[src/logic/dacc_pkg.sv]
// Purpose: constants shared by the two-channel converter control block
// Assumes: 100 MHz core clock, byte-wide register port
// Notes:   register offsets are local choices
package dacc_pkg;
    localparam int unsigned CLK_PERIOD_NS      = 10;
    localparam int unsigned CONV_TIME_NS       = 10000;
    localparam int unsigned CONV_CYCLES        = (CONV_TIME_NS + CLK_PERIOD_NS - 1) / CLK_PERIOD_NS;
    localparam int unsigned CNT_W              = 14;
    localparam logic [CNT_W-1:0] CONV_LAST     = CNT_W'(CONV_CYCLES - 1);
    localparam int unsigned ADDR_W             = 2;
    localparam logic [ADDR_W-1:0] OFS_DATA2    = 2'h0;
    localparam logic [ADDR_W-1:0] OFS_DATA3    = 2'h1;
    localparam logic [ADDR_W-1:0] OFS_CTRL     = 2'h2;
    localparam logic [ADDR_W-1:0] OFS_STATUS   = 2'h3;
    localparam int unsigned BIT_OE3            = 7;
    localparam int unsigned BIT_OE2            = 6;
    localparam int unsigned BIT_JOINT          = 5;
    localparam logic [4:0]  CTRL_RSVD          = 5'h1f;
    localparam logic [7:0]  DATA_RESET         = 8'h00;
    localparam logic [7:0]  ZERO_BYTE          = 8'h00;
endpackage : dacc_pkg

[src/logic/dacc_sync.sv]
// Purpose: three-stage synchroniser with agreement filter
// Assumes: input from outside the core clock domain
// Notes:   stage one is read only by stage two
`timescale 1ns/1ps
module dacc_sync (
    input  wire logic core_clk,
    input  wire logic rstn,
    input  wire logic din,
    output logic      dout
);
    logic s1_q;
    logic s2_q;
    logic s3_q;

    always_ff @(posedge core_clk or negedge rstn) begin
        if (!rstn) begin
            s1_q <= 1'b0;
            s2_q <= 1'b0;
            s3_q <= 1'b0;
        end else begin
            s1_q <= din;
            s2_q <= s1_q;
            s3_q <= s2_q;
        end
    end

    always_ff @(posedge core_clk or negedge rstn) begin
        if (!rstn) begin
            dout <= 1'b0;
        end else if (s2_q == s3_q) begin
            dout <= s3_q;
        end
    end
endmodule : dacc_sync

[src/logic/dacc_chan.sv]
// Purpose: one converter channel: settle timer, held result, output drive
// Assumes: conv_en, out_en, restart from the same clock
// Notes:   level stands in for data/256 * reference
`timescale 1ns/1ps
module dacc_chan
    import dacc_pkg::*;
(
    input  wire logic       core_clk,
    input  wire logic       rstn,
    input  wire logic       conv_en,
    input  wire logic       out_en,
    input  wire logic       hold,
    input  wire logic       restart,
    input  wire logic [7:0] data,
    output logic [7:0]      level_q,
    output logic            drive_q,
    output logic            busy_q
);
    logic [CNT_W-1:0] cnt_q;

    // settle timer; a data write restarts it
    always_ff @(posedge core_clk or negedge rstn) begin
        if (!rstn) begin
            cnt_q  <= '0;
            busy_q <= 1'b0;
        end else if (hold) begin
            cnt_q  <= cnt_q;
        end else if (!conv_en) begin
            cnt_q  <= '0;
            busy_q <= 1'b0;
        end else if (restart || (!busy_q && level_q != data)) begin
            cnt_q  <= '0;
            busy_q <= 1'b1;
        end else if (busy_q && cnt_q == CONV_LAST) begin
            busy_q <= 1'b0;
        end else if (busy_q) begin
            cnt_q  <= cnt_q + CNT_W'(1);
        end
    end

    // result holds until the next conversion completes
    always_ff @(posedge core_clk or negedge rstn) begin
        if (!rstn) begin
            level_q <= DATA_RESET;
        end else if (!hold && conv_en && busy_q && !restart && cnt_q == CONV_LAST) begin
            level_q <= data;
        end
    end

    always_ff @(posedge core_clk or negedge rstn) begin
        if (!rstn) begin
            drive_q <= 1'b0;
        end else if (!hold) begin
            drive_q <= out_en;
        end
    end
endmodule : dacc_chan

[src/logic/dacc_top.sv]
// Purpose: register and enable logic of a two-channel 8-bit converter
// Assumes: one clock, byte register port, module stop and standby pins
// Notes:   analog levels appear as 8-bit codes with a drive flag
//
// Design decisions made here: strobed register access and the placing of the registers.
`timescale 1ns/1ps
module dacc_top
    import dacc_pkg::*;
(
    input  wire logic              core_clk,
    input  wire logic              rstn,
    input  wire logic [ADDR_W-1:0] reg_addr,
    input  wire logic [7:0]        reg_wdata,
    input  wire logic              reg_wr,
    input  wire logic              reg_rd,
    output logic [7:0]             reg_rdata,
    input  wire logic              module_stop,
    input  wire logic              standby,
    output logic [7:0]             channel2_analog_output,
    output logic                   channel2_output_drive,
    output logic [7:0]             channel3_analog_output,
    output logic                   channel3_output_drive
);
    // ****************************************************
    // synchronised power-down controls
    // ****************************************************
    logic run_s;
    logic stby_s;
    logic stop_q;

    // pin inverted so the synchroniser's reset state reads as stopped
    dacc_sync u_stop_sync (
        .core_clk (core_clk),
        .rstn     (rstn),
        .din      (!module_stop),
        .dout     (run_s)
    );

    dacc_sync u_stby_sync (
        .core_clk (core_clk),
        .rstn     (rstn),
        .din      (standby),
        .dout     (stby_s)
    );

    // stopped out of reset until the pin is seen low
    always_ff @(posedge core_clk or negedge rstn) begin
        if (!rstn) begin
            stop_q <= 1'b1;
        end else begin
            stop_q <= !run_s;
        end
    end

    // ****************************************************
    // registers
    // ****************************************************
    logic [7:0] channel2_conversion_data_q;
    logic [7:0] channel3_conversion_data_q;
    logic       channel3_output_enable_q;
    logic       channel2_output_enable_q;
    logic       joint_conversion_enable_q;
    logic       acc_ok;
    logic       wr2;
    logic       wr3;

    function automatic logic hit(input logic [ADDR_W-1:0] a, input logic [ADDR_W-1:0] o);
        hit = (a == o);
    endfunction : hit

    assign acc_ok = !stop_q;
    assign wr2    = acc_ok && reg_wr && hit(reg_addr, OFS_DATA2);
    assign wr3    = acc_ok && reg_wr && hit(reg_addr, OFS_DATA3);

    always_ff @(posedge core_clk or negedge rstn) begin
        if (!rstn) begin
            channel2_conversion_data_q <= DATA_RESET;
        end else if (wr2) begin
            channel2_conversion_data_q <= reg_wdata;
        end
    end

    always_ff @(posedge core_clk or negedge rstn) begin
        if (!rstn) begin
            channel3_conversion_data_q <= DATA_RESET;
        end else if (wr3) begin
            channel3_conversion_data_q <= reg_wdata;
        end
    end

    always_ff @(posedge core_clk or negedge rstn) begin
        if (!rstn) begin
            channel3_output_enable_q  <= 1'b0;
            channel2_output_enable_q  <= 1'b0;
            joint_conversion_enable_q <= 1'b0;
        end else if (acc_ok && reg_wr && hit(reg_addr, OFS_CTRL)) begin
            channel3_output_enable_q  <= reg_wdata[BIT_OE3];
            channel2_output_enable_q  <= reg_wdata[BIT_OE2];
            joint_conversion_enable_q <= reg_wdata[BIT_JOINT];
        end
    end

    // ****************************************************
    // channels
    // ****************************************************
    logic       conv2;
    logic       conv3;
    logic       hold;
    logic [7:0] lvl2;
    logic [7:0] lvl3;
    logic       drv2;
    logic       drv3;
    logic       busy2;
    logic       busy3;

    assign conv2 = !stop_q && (channel2_output_enable_q || joint_conversion_enable_q);
    assign conv3 = !stop_q && (channel3_output_enable_q || joint_conversion_enable_q);
    assign hold  = stby_s;

    dacc_chan u_ch2 (
        .core_clk (core_clk),
        .rstn     (rstn),
        .conv_en  (conv2),
        .out_en   (!stop_q && channel2_output_enable_q),
        .hold     (hold),
        .restart  (wr2),
        .data     (channel2_conversion_data_q),
        .level_q  (lvl2),
        .drive_q  (drv2),
        .busy_q   (busy2)
    );

    dacc_chan u_ch3 (
        .core_clk (core_clk),
        .rstn     (rstn),
        .conv_en  (conv3),
        .out_en   (!stop_q && channel3_output_enable_q),
        .hold     (hold),
        .restart  (wr3),
        .data     (channel3_conversion_data_q),
        .level_q  (lvl3),
        .drive_q  (drv3),
        .busy_q   (busy3)
    );

    // ****************************************************
    // outputs
    // ****************************************************
    // code on the pin stands for code/256 of the reference; zero when not driven
    always_ff @(posedge core_clk or negedge rstn) begin
        if (!rstn) begin
            channel2_analog_output <= ZERO_BYTE;
            channel2_output_drive  <= 1'b0;
        end else begin
            channel2_analog_output <= drv2 ? lvl2 : ZERO_BYTE;
            channel2_output_drive  <= drv2;
        end
    end

    always_ff @(posedge core_clk or negedge rstn) begin
        if (!rstn) begin
            channel3_analog_output <= ZERO_BYTE;
            channel3_output_drive  <= 1'b0;
        end else begin
            channel3_analog_output <= drv3 ? lvl3 : ZERO_BYTE;
            channel3_output_drive  <= drv3;
        end
    end

    // ****************************************************
    // read port
    // ****************************************************
    always_ff @(posedge core_clk or negedge rstn) begin
        if (!rstn) begin
            reg_rdata <= ZERO_BYTE;
        end else if (reg_rd && acc_ok) begin
            case (reg_addr)
                OFS_DATA2: reg_rdata <= channel2_conversion_data_q;
                OFS_DATA3: reg_rdata <= channel3_conversion_data_q;
                OFS_CTRL:  reg_rdata <= {channel3_output_enable_q, channel2_output_enable_q,
                                         joint_conversion_enable_q, CTRL_RSVD};
                OFS_STATUS: reg_rdata <= {6'h00, busy3, busy2};
                default:   reg_rdata <= ZERO_BYTE;
            endcase
        end else begin
            reg_rdata <= ZERO_BYTE;
        end
    end

    // ****************************************************
    // checks
    // ****************************************************
    ctrl_rsvd_a: assert property (@(posedge core_clk) disable iff (!rstn)
        (reg_rd && acc_ok && reg_addr == OFS_CTRL) |=> (reg_rdata[4:0] == CTRL_RSVD))
        else $error("reserved control bits not read as one");

    drive_follow_a: assert property (@(posedge core_clk) disable iff (!rstn)
        (!stop_q && !stby_s && $stable(channel2_output_enable_q)) |=> ##1
        (channel2_output_drive == $past(channel2_output_enable_q, 2)))
        else $error("channel 2 drive does not follow its enable");

    joint_only_a: assert property (@(posedge core_clk) disable iff (!rstn)
        (joint_conversion_enable_q && !channel2_output_enable_q && !channel3_output_enable_q
         && !stop_q && !stby_s)[*2] |-> (conv2 && conv3) ##1
        (!channel2_output_drive && !channel3_output_drive))
        else $error("joint enable does not keep both converting undriven");

    stop_reset_a: assert property (@(posedge core_clk) disable iff (!rstn)
        stop_q |=> $stable(channel2_conversion_data_q) && $stable(channel3_output_enable_q))
        else $error("register changed while module stopped");

    restart_busy_a: assert property (@(posedge core_clk) disable iff (!rstn)
        (wr2 && conv2 && !stby_s) |=> busy2)
        else $error("data write did not restart conversion");

    disable_stop_a: assert property (@(posedge core_clk) disable iff (!rstn)
        (!channel3_output_enable_q && !stby_s)[*2] |=> !channel3_output_drive)
        else $error("channel 3 still driven after disable");

    result_time_a: assert property (@(posedge core_clk) disable iff (!rstn)
        (busy2 && !stby_s && conv2 && !wr2 && u_ch2.cnt_q == CONV_LAST) |=>
        (lvl2 == channel2_conversion_data_q))
        else $error("result not taken at end of conversion time");

    hold_stby_a: assert property (@(posedge core_clk) disable iff (!rstn)
        stby_s |=> $stable(lvl3) && $stable(drv3))
        else $error("output not held in standby");

    // ****************************************************
    // register, read port and channel checks
    // ****************************************************
    data2_write_a: assert property (@(posedge core_clk) disable iff (!rstn)
        wr2 |=> (channel2_conversion_data_q == $past(reg_wdata)))
        else $error("channel 2 data write lost");

    data3_write_a: assert property (@(posedge core_clk) disable iff (!rstn)
        wr3 |=> (channel3_conversion_data_q == $past(reg_wdata)))
        else $error("channel 3 data write lost");

    data2_read_a: assert property (@(posedge core_clk) disable iff (!rstn)
        (reg_rd && acc_ok && reg_addr == OFS_DATA2) |=>
        (reg_rdata == $past(channel2_conversion_data_q)))
        else $error("channel 2 data read back wrong");

    data3_read_a: assert property (@(posedge core_clk) disable iff (!rstn)
        (reg_rd && acc_ok && reg_addr == OFS_DATA3) |=>
        (reg_rdata == $past(channel3_conversion_data_q)))
        else $error("channel 3 data read back wrong");

    status_read_a: assert property (@(posedge core_clk) disable iff (!rstn)
        (reg_rd && acc_ok && reg_addr == OFS_STATUS) |=>
        (reg_rdata == {6'h00, $past(busy3), $past(busy2)}))
        else $error("status read back wrong");

    idle_read_a: assert property (@(posedge core_clk) disable iff (!rstn)
        !reg_rd |=> (reg_rdata == ZERO_BYTE))
        else $error("read data not zero without a read");

    stop_read_a: assert property (@(posedge core_clk) disable iff (!rstn)
        (reg_rd && stop_q) |=> (reg_rdata == ZERO_BYTE))
        else $error("read answered while module stopped");

    oe3_write_a: assert property (@(posedge core_clk) disable iff (!rstn)
        (acc_ok && reg_wr && reg_addr == OFS_CTRL) |=>
        (channel3_output_enable_q == $past(reg_wdata[BIT_OE3])))
        else $error("channel 3 enable not written");

    oe2_write_a: assert property (@(posedge core_clk) disable iff (!rstn)
        (acc_ok && reg_wr && reg_addr == OFS_CTRL) |=>
        (channel2_output_enable_q == $past(reg_wdata[BIT_OE2])))
        else $error("channel 2 enable not written");

    joint_write_a: assert property (@(posedge core_clk) disable iff (!rstn)
        (acc_ok && reg_wr && reg_addr == OFS_CTRL) |=>
        (joint_conversion_enable_q == $past(reg_wdata[BIT_JOINT])))
        else $error("joint enable not written");

    chan2_idle_a: assert property (@(posedge core_clk) disable iff (!rstn)
        (!joint_conversion_enable_q && !channel2_output_enable_q && !stby_s) |=> !busy2)
        else $error("channel 2 converts while disabled");

    chan3_idle_a: assert property (@(posedge core_clk) disable iff (!rstn)
        (!joint_conversion_enable_q && !channel3_output_enable_q && !stby_s) |=> !busy3)
        else $error("channel 3 converts while disabled");

    chan2_settle_a: assert property (@(posedge core_clk) disable iff (!rstn)
        (conv2 && !stby_s && !busy2) |=>
        (busy2 || (lvl2 == $past(channel2_conversion_data_q))))
        else $error("channel 2 result does not track its data");

    chan3_settle_a: assert property (@(posedge core_clk) disable iff (!rstn)
        (conv3 && !stby_s && !busy3) |=>
        (busy3 || (lvl3 == $past(channel3_conversion_data_q))))
        else $error("channel 3 result does not track its data");

    out2_code_a: assert property (@(posedge core_clk) disable iff (!rstn)
        drv2 |=> (channel2_analog_output == $past(lvl2)))
        else $error("channel 2 output code differs from result");

    out3_code_a: assert property (@(posedge core_clk) disable iff (!rstn)
        drv3 |=> (channel3_analog_output == $past(lvl3)))
        else $error("channel 3 output code differs from result");

    out2_zero_a: assert property (@(posedge core_clk) disable iff (!rstn)
        !drv2 |=> (channel2_analog_output == ZERO_BYTE))
        else $error("channel 2 output code shown while undriven");

    out3_zero_a: assert property (@(posedge core_clk) disable iff (!rstn)
        !drv3 |=> (channel3_analog_output == ZERO_BYTE))
        else $error("channel 3 output code shown while undriven");

    drive3_follow_a: assert property (@(posedge core_clk) disable iff (!rstn)
        (!stop_q && !stby_s && $stable(channel3_output_enable_q)) |=> ##1
        (channel3_output_drive == $past(channel3_output_enable_q, 2)))
        else $error("channel 3 drive does not follow its enable");

    disable2_drive_a: assert property (@(posedge core_clk) disable iff (!rstn)
        (!channel2_output_enable_q && !stby_s)[*2] |=> !channel2_output_drive)
        else $error("channel 2 still driven after disable");

    stop_drive_a: assert property (@(posedge core_clk) disable iff (!rstn)
        (stop_q && !stby_s) |=> (!drv2 && !drv3))
        else $error("output driven while module stopped");

    busy2_bound_a: assert property (@(posedge core_clk) disable iff (!rstn)
        busy2 |-> (u_ch2.cnt_q <= CONV_LAST))
        else $error("channel 2 settle count overran");

    busy3_bound_a: assert property (@(posedge core_clk) disable iff (!rstn)
        busy3 |-> (u_ch3.cnt_q <= CONV_LAST))
        else $error("channel 3 settle count overran");

    restart3_busy_a: assert property (@(posedge core_clk) disable iff (!rstn)
        (wr3 && conv3 && !stby_s) |=> busy3)
        else $error("channel 3 data write did not restart conversion");

    result3_time_a: assert property (@(posedge core_clk) disable iff (!rstn)
        (busy3 && !stby_s && conv3 && !wr3 && u_ch3.cnt_q == CONV_LAST) |=>
        (lvl3 == channel3_conversion_data_q))
        else $error("channel 3 result not taken at end of conversion time");

    hold2_stby_a: assert property (@(posedge core_clk) disable iff (!rstn)
        stby_s |=> ($stable(lvl2) && $stable(drv2)))
        else $error("channel 2 output not held in standby");
endmodule : dacc_top

[config.mk]
export PLATFORM = sky130hd
export DESIGN_NAME = dacc_top
export DESIGN_NICKNAME = d
export VERILOG_FILES = /design/src/logic/dacc_pkg.sv /design/src/logic/dacc_sync.sv /design/src/logic/dacc_chan.sv /design/src/logic/dacc_top.sv
export SDC_FILE = /design/constraint.sdc
export NUM_CORES = 1
export LEC_CHECK = 0
export BUFFER_PORTS_ARGS = -buffer_cell sky130_fd_sc_hd__buf_4
export CELL_PAD_IN_SITES_DETAIL_PLACEMENT = 1
export CELL_PAD_IN_SITES_GLOBAL_PLACEMENT = 2
export CORE_MARGIN = 4
export CORE_UTILIZATION = 38
export CTS_BUF_LIST = sky130_fd_sc_hd__clkbuf_4 sky130_fd_sc_hd__clkbuf_8
export DETAILED_ROUTE_END_ITERATION = 8
export PLACE_DENSITY_LB_ADDON = 0.1
export SLEW_MARGIN = 10
export SYNTH_ARGS = -nofsm -noshare
export SYNTH_HDL_FRONTEND = slang
export SYNTH_HIERARCHICAL = 1
export SYNTH_SLANG_ARGS = --single-unit
[constraint.sdc]
create_clock -name core_clk -period 2.1 [get_ports core_clk]
set_input_delay 0.42 -clock core_clk [delete_from_list [all_inputs] [get_ports core_clk]]
set_output_delay 0.42 -clock core_clk [all_outputs]
set_load 0.03 [all_outputs]
==> results of run 1 <==
sequential cells by signal (all words and copies together) (netlist names), 8 cells and up:
signal / count
channel3_conversion_data_q: 8
reg_rdata: 8
u_ch3/level_q: 8
channel2_conversion_data_q: 8
u_ch2/level_q: 8
channel3_analog_output: 8
u_ch2/cnt_q: 14
channel2_analog_output: 8
u_ch3/cnt_q: 14
through the flow:
step	setup slack [ns]	instances	util, %	power (mW)
after floorplan	0.0861	423	-	2.87
after global placement	-0.0292	667	45.0	3.34
after detailed placement	-0.0472	667	45.0	3.37
after CTS	0.00185	683	46.5	4.53
after global routing	0.0232	682	46.5	4.75
final	0.0900	682	46.5	4.47
timing repair:
item | 4_1_cts | 5_1_grt
hold endpoints to repair | 24 | 0
resized for setup | 2 | 3
pin swaps | 0 | 2
hold buffers | 1 | 0
buffers inserted | 1 | 0
setup endpoints to repair | 8 | 22
cells in the final DEF, fill, tap and decap left out, drive strengths merged, types with 2 or more instances in the layout:
cell type	synthesis	final
a211oi	11	11
a21oi	2	2
a221o	6	6
a22o	2	2
a31o	2	2
a31oi	8	8
a41o	2	2
and2	24	24
and4	6	6
buf	9	86
clkbuf	5	9
clkinv	0	2
dfrtp	101	101
ha	2	2
inv	18	20
maj3	2	2
mux2	39	39
mux2i	4	4
nand2	18	18
nand2b	18	18
nand3	12	12
nand3b	2	2
nand4	12	12
nor2	22	22
nor2b	7	7
nor3	12	12
nor3b	4	4
nor4	8	8
o2111a	2	2
o211ai	10	10
o21a	2	2
o21ai	12	12
o22ai	6	6
o31ai	4	4
or2	2	2
or3	8	8
or4	2	2
xnor2	16	16
logic make-up (layout without fill, tap and decap cells):
group	after synthesis	in the layout	share of synthesized area (%)
xor+xnor	16	16	2.87
fa+ha+maj	4	4	0.974
buf+inv	32	119	3.21
mux	43	43	11.1
compound gates	69	69	10.5
simple gates	157	157	19.1
flops	102	102	52.3
cell usage after synthesis, drive strengths merged (5+ instances only):
cell | instances | area share, %
inv | 18 | 1.4
buf | 9 | 1.4
o22ai | 6 | 0.77
nand2b | 18 | 2.5
nor3 | 12 | 1.5
nand2 | 18 | 1.4
mux2 | 39 | 10
dfrtp | 101 | 52
nand3 | 12 | 1.2
a211oi | 11 | 1.7
and4 | 6 | 1.1
and2 | 24 | 3.1
o21ai | 12 | 1.2
a31oi | 8 | 1.0
or3 | 8 | 1.0
a221o | 6 | 1.2
nand4 | 12 | 1.5
nor4 | 8 | 1.6
nor2b | 7 | 0.90
o211ai | 10 | 1.5
clkbuf | 5 | 0.38
nor2 | 22 | 1.7
xnor2 | 16 | 2.9
layer usage:
layer	track usage, %	vias to the layer above	routed length, µm
met5	0	-	0
met1	25.4	1815	6060
met4	5.67	0	177
met3	3.64	12	347
li1	-	1704	-
met2	27.7	48	5540
layout make-up:
cell class | instances | area, µm²
multi-input cells | 289 | 2190
flip-flops and latches | 102 | 2550
inverters | 18 | 67.6
well taps | 172 | 215
clock inverters | 5 | 35.0
fillers | 1404 | 6750
clock buffers | 9 | 124
repair buffers | 87 | 684
worst paths after layout:
check	from	end	depth (start not counted)
min in group asynchronous	rstn	channel2_analog_output[1]$_DFF_PN0_	2
max in group asynchronous	rstn	stop_q$_DFF_PN1_	3
hold reg to reg	u_stby_sync/s1_q$_DFF_PN0_	u_stby_sync/s2_q$_DFF_PN0_	0
setup / recovery	stop_q$_DFF_PN1_	u_ch3/level_q[1]$_DFFE_PN0P_	7
setup reg to reg	stop_q$_DFF_PN1_	u_ch3/level_q[1]$_DFFE_PN0P_	7
hold / removal	standby	u_stby_sync/s1_q$_DFF_PN0_	1
power by group through the flow:
stage	Sequential, mW	Combinational (mW)	Clock (mW)
after floorplan	2.34	0.523	0
after global placement	2.34	1.00	0
after detailed placement	2.34	1.02	0
after CTS	2.31	1.04	1.18
after global routing	2.34	1.15	1.26
final	2.30	1.04	1.12
worst max-delay path: cells and delay by family (launching register included):
| family | cells | cell delay (ns) |
|---|---|---|
| DFF | 1 | 0.54 |
| muxes | 1 | 0.32 |
| buffers and inverters | 2 | 0.29 |
| and+or+nand+nor | 4 | 0.76 |
==> reports/results.md, run 1 <==
- 0.09 ns — setup slack, reg-to-reg
- 42 — total I/O pin count
- 0 — DRC Markers
- flop — element type at the critical path end
- 41 — number of buffer cells added on primary ports
- 0.09 ns — clock edge transition at the registers on the reported setup and hold paths
- 423 — Syn Inst Count
- 0 — number of max-cap violations
- no — unrepaired setup endpoints after global routing
- 0.0147 ns — Post-Route Skew
- 0 — endpoints failing hold
- 96 — detailed router's first-iteration violation count
- 48 — number of distinct library cell variants in the gate-level netlist after synthesis
- 41 — number of standard-cell rows in the floorplan
- 0 — Final Max Tran Viols
- 121 µm — Die Y-Extent
- 102 — TritonCTS sink count
- 5.25 — vias per cell
- 2.01 ns — post-layout min period
- 51.6% — Reg power frac
- 2.28 ns — endpoint arrival time on the critical path
- 2 — buffers from clock root to sink, at most
- 0 — total setup violations reported at the end of the flow
- 4 — detailed-router iteration count before antenna repair
- 9 — number of CTS-inserted buffers
- 11.5 µm² — Mean Syn Cell Area
- 17.8 µm — post-detailed-route wirelength per cell
- 525 — count of nets after finishing
- 0.785 — routability cong.
- 52.3% — fraction of the yosys area taken by sequential cells
- 44 — largest net degree at the start of global routing
- 3 — Max H-tree Level
- 38.7% — starting density of the core
- 0 — antenna-violating nets left
- clkbuf_8 — CTS Root Cell
- 100% — Post-synth ARST share
- 2.64 nW — Leakage
- 25.1% — clock power share
- 32.2% — share of total power consumed by net switching
- 17.9% — overall track demand over capacity in global routing
- 441 — Synthesized Nets
- 74.6% — worst max-slew margin expressed relative to the limit
- 0.0126 mm² — placeable core region
- 2.37 ns — Worst EP required
- 8 — CP max FO
- completed — outcome
- nand2b_4 -> nor3b_1 -> buf_4 -> nand2b_4 -> buf_4 -> or3_4 -> mux2_4 — cell-by-cell trace of the critical path
- dfstp_2 — Slowest cell on crit path
- 9.02 mm — DP HPWL
- 0.00488 mm² — cell area after synthesis
- 3879 — via count of the first global-routing pass
- 0.498 GHz — achievable frequency
- dfrtp_1 — leading register cell type out of synthesis
- 0.39 ns — clock insertion delay at the later pin of the skew report
- 0.00568 mm² — cell area reported after detailed placement
- 12.1 mm — Routed Wire Length
- flop to flop — critical path class
- 95.7% — final clock period utilization by the worst path
- 102 — synthesized flop and latch total
- 0.381 ns — slew at the pin with the worst max-slew slack
- 20.7 mm — first-pass GRT wire length
- 761 mW/mm² — power density of the placed cells
- 6 — number of warnings issued by yosys
- built — CTS tree
- 1.44 mW — Net Sw Power
- 0 — antenna cell count
- 0 — residual overflow from global routing
- 0 — antenna violations before repair
- 0.000428 V — Max VDD drop
- 0.54 ns — CP max stage delay
- 23.3% — part of the total power dissipated in combinational logic
- 0.0147 mm² — area of the die
- 20.3% — Area growth, synth to finish
- primary input to flop — path type of the worst min-delay path
- 0.00587 mm² — final cell area excluding filler cells
- 121 µm — die span in x
- 30.6% — layout cell share with drive strength beyond 1
- 0 ns — total negative setup slack
- 0 — EDFF count, synth
- 3.03 mW — design internal power
- flop — Setup crit start kind
- 0.144 ns — worst hold slack
- 3579 — routed vias
Note: power is estimated with default switching activity, not from simulation.
==> inputs of run 2 (changes only) <==
--- a/config.mk
+++ b/config.mk
@@ -9,12 +9,11 @@
 export CELL_PAD_IN_SITES_DETAIL_PLACEMENT = 1
 export CELL_PAD_IN_SITES_GLOBAL_PLACEMENT = 2
 export CORE_MARGIN = 4
-export CORE_UTILIZATION = 38
+export CORE_UTILIZATION = 37
 export CTS_BUF_LIST = sky130_fd_sc_hd__clkbuf_4 sky130_fd_sc_hd__clkbuf_8
 export DETAILED_ROUTE_END_ITERATION = 8
 export PLACE_DENSITY_LB_ADDON = 0.1
 export SLEW_MARGIN = 10
 export SYNTH_ARGS = -nofsm -noshare
 export SYNTH_HDL_FRONTEND = slang
-export SYNTH_HIERARCHICAL = 1
 export SYNTH_SLANG_ARGS = --single-unit
==> reports/results.md, run 2 <==
- 31.2% — clock power share
- 6 — depth of the most critical reg-to-reg path
- built — CTS tree
- 113 — detailed router's first-iteration violation count
- or4_4 — Slowest cell on crit path
- 0 — number of warnings issued by yosys
- 102 — TritonCTS sink count
- 0 — number of max-cap violations
- 1.34 mW — Net Sw Power
- 120 µm — Die Y-Extent
- dfrtp_1 — leading register cell type out of synthesis
- 0.00465 mm² — cell area after synthesis
- 2.05 ns — post-layout min period
- 1 — depth of the worst hold-timing path
- 40 — number of standard-cell rows in the floorplan
- 0 — EDFF count, synth
- 0 — antenna violations before repair
- flop — Setup crit start kind
- 659 — placed instance count
- 3501 — routed vias
- 0.0510 ns — setup slack after layout
- 64.2% — worst max-slew margin expressed relative to the limit
- 435 — Synthesized Nets
- 61 — number of distinct library cell variants in the gate-level netlist after synthesis
- 18.8% — part of the total power dissipated in combinational logic
- 0 — residual overflow from global routing
- -0.107 ns — Post-Place Worst Slack
- 3 — Max H-tree Level
- 527 — count of nets after finishing
- 3.24 mW — design internal power
- primary input to flop — path type of the worst min-delay path
- 9 — number of CTS-inserted buffers
- 5.95 mm — wire length the detailed router placed on met1
- 3841 — via count of the first global-routing pass
- dfrtp_1 — top cell type by total area after synthesis
- 0.000401 V — Max VDD drop
- 0 — total setup violations reported at the end of the flow
- 41 — number of buffer cells added on primary ports
- 2.67 nW — Leakage
- 0.0122 mm² — placeable core region
- 18.0% — overall track demand over capacity in global routing
- 20.3 mm — first-pass GRT wire length
- 38.3% — starting density of the core
- 31.1% — layout cell share with drive strength beyond 1
- 337 µm — wire length on met3
- 97.6% — final clock period utilization by the worst path
- 0.0184 ns — Post-Route Skew
- 50.0% — Reg power frac
- completed — outcome
- 0.11 ns — clock edge transition at the registers on the reported setup and hold paths
- 0.54 ns — CP max stage delay
- 0 — antenna-violating nets left
- 5.13 — vias per cell
- dfrtp_1 — library cell with the highest instance count after synthesis
- 0.39 ns — clock insertion delay at the later pin of the skew report
- 42 — total I/O pin count
- 54.9% — fraction of the yosys area taken by sequential cells
- 0.537 ns — slew at the pin with the worst max-slew slack
- 0 — Final Max Tran Viols
- 0 — antenna cell count
- 100 x dfrtp_1, 92 x buf_4, 41 x nand2_1 — highest-count cells in the layout ignoring fill and taps
- 0.488 GHz — achievable frequency
- 11.2 µm² — Mean Syn Cell Area
- u_ch2.cnt_q (14), u_ch3.cnt_q (14) — registers with the most flip-flops
- 0.0144 mm² — area of the die
- 54.3% — area share of the leading cell type in the synthesized netlist
- 8.85 mm — DP HPWL
- 2.32 ns — endpoint arrival time on the critical path
- 102 — synthesized flop and latch total
- 29.3% — share of total power consumed by net switching
- 0 — DRC Markers
- 24.5% — Area growth, synth to finish
- 15 — CP max FO
- 417 — Syn Inst Count
- 682 — number of cells in the finished layout apart from fillers
- 100% — Post-synth ARST share
- 5.69 mm — wire length on met2
- 791 mW/mm² — power density of the placed cells
- 0.795 — routability cong.
- 4 — detailed-router iteration count before antenna repair
- 120 µm — die span in x
- or4_4 -> nor4_4 -> nor4b_4 -> buf_12 -> buf_4 -> a221o_2 — cell-by-cell trace of the critical path
- dfrtp_1 54%, mux2_2 7.0%, nand2_1 3.3% — cell types occupying the most area after synthesis
- flop to flop — critical path class
- 2.37 ns — Worst EP required
- 12.1 mm — Routed Wire Length
- 39 — largest net degree at the start of global routing
- flop — element type at the critical path end
- 17.8 µm — post-detailed-route wirelength per cell
- met4 — uppermost metal layer occupied by signal nets
- 2 — buffers from clock root to sink, at most
- 0 — endpoints failing hold
- dfrtp_1 — most common library cell in the layout ignoring fill and taps
- 101 x dfrtp_1, 41 x nand2_1, 29 x mux2_2 — Post-synth top cells
- clkbuf_8 — CTS Root Cell
[run 2: critical path, delay by kind of cell, from the launching register on]
kind	cells	cell delay (ns)
and+or+nand+nor	3	0.91
DFF	1	0.39
AOI/OAI and AO/OA	1	0.34
buffers and inverters	2	0.30
[run 2: layout make-up]
cell class | count | area (µm²)
tap | 168 | 210
clock buffer | 10 | 138
timing repair buffer | 95 | 741
clock inverter | 6 | 91.3
multi-input combinational | 292 | 2030
inverter | 9 | 33.8
sequential | 102 | 2550
fill | 1335 | 6370
[run 2: final timing paths]
check                                                start                      endpoint  slack, ns
max in group asynchronous                             rstn    u_stby_sync.s2_q$_DFF_PN0_       0.84
worst min-delay path                               standby    u_stby_sync.s1_q$_DFF_PN0_       0.13
worst max-delay path            u_ch3.cnt_q[4]$_DFFE_PN0P_    u_ch3.cnt_q[7]$_DFFE_PN0P_       0.05
worst min register to register  u_stop_sync.s1_q$_DFF_PN0_    u_stop_sync.s2_q$_DFF_PN0_       0.37
min in group asynchronous                             rstn  u_ch3.level_q[3]$_DFFE_PN0P_       0.56
worst max register to register  u_ch3.cnt_q[4]$_DFFE_PN0P_    u_ch3.cnt_q[7]$_DFFE_PN0P_       0.05
[run 2: kinds of logic (layout without fill, tap and decap cells)]
kind of cell | count (synthesis) | after routing | synth area share, %
buffers and inverters | 23 | 120 | 2.34
flip-flops | 102 | 102 | 54.9
multiplexers | 32 | 32 | 7.66
AND/OR/NAND/NOR | 166 | 166 | 20.4
XOR/XNOR | 17 | 17 | 3.20
AO/OA/AOI/OAI | 73 | 73 | 10.6
adder cells (fa/ha/maj) | 4 | 4 | 0.968
[run 2: power by group through the flow]
stage	Combinational [mW]	Clock [mW]	Sequential [mW]
detailed placement	0.844	0	2.33
CTS	0.868	1.48	2.30
global route	0.953	1.55	2.32
floorplan	0.415	0	2.32
global placement	0.825	0	2.32
finish	0.862	1.43	2.29
[run 2: repair_timing]
| action | CTS | global route |
|---|---|---|
| hold buffers | 1 | 0 |
| pin swaps | 2 | 5 |
| hold endpoints to repair | 3 | 0 |
| endpoints found under the setup margin | 16 | 19 |
| gates resized for setup | 3 | 4 |
| setup buffers | 2 | 5 |
[run 2: metal layers]
layer / vias to the layer above / global-route usage [%]
li1: 1695 / -
met1: 1749 / 25.1
met2: 45 / 28.2
met3: 12 / 4.34
met4: 0 / 4.58
met5: - / 0
[run 2: through the flow]
stage / cell area, µm² / TNS [ns] / hold WS, ns / total power, mW / utilization, %
2_1_floorplan: 4650 / 0 / 0.124 / 2.74 / -
3_3_place_gp: 5460 / -0.146 / 0.336 / 3.14 / 44.9
3_5_place_dp: 5460 / -0.822 / 0.338 / 3.18 / 44.9
4_1_cts: 5750 / 0 / 0.0964 / 4.65 / 47.3
5_1_grt: 5790 / -0.000464 / 0.101 / 4.83 / 47.6
6_report: 5790 / 0 / 0.126 / 4.58 / 47.6
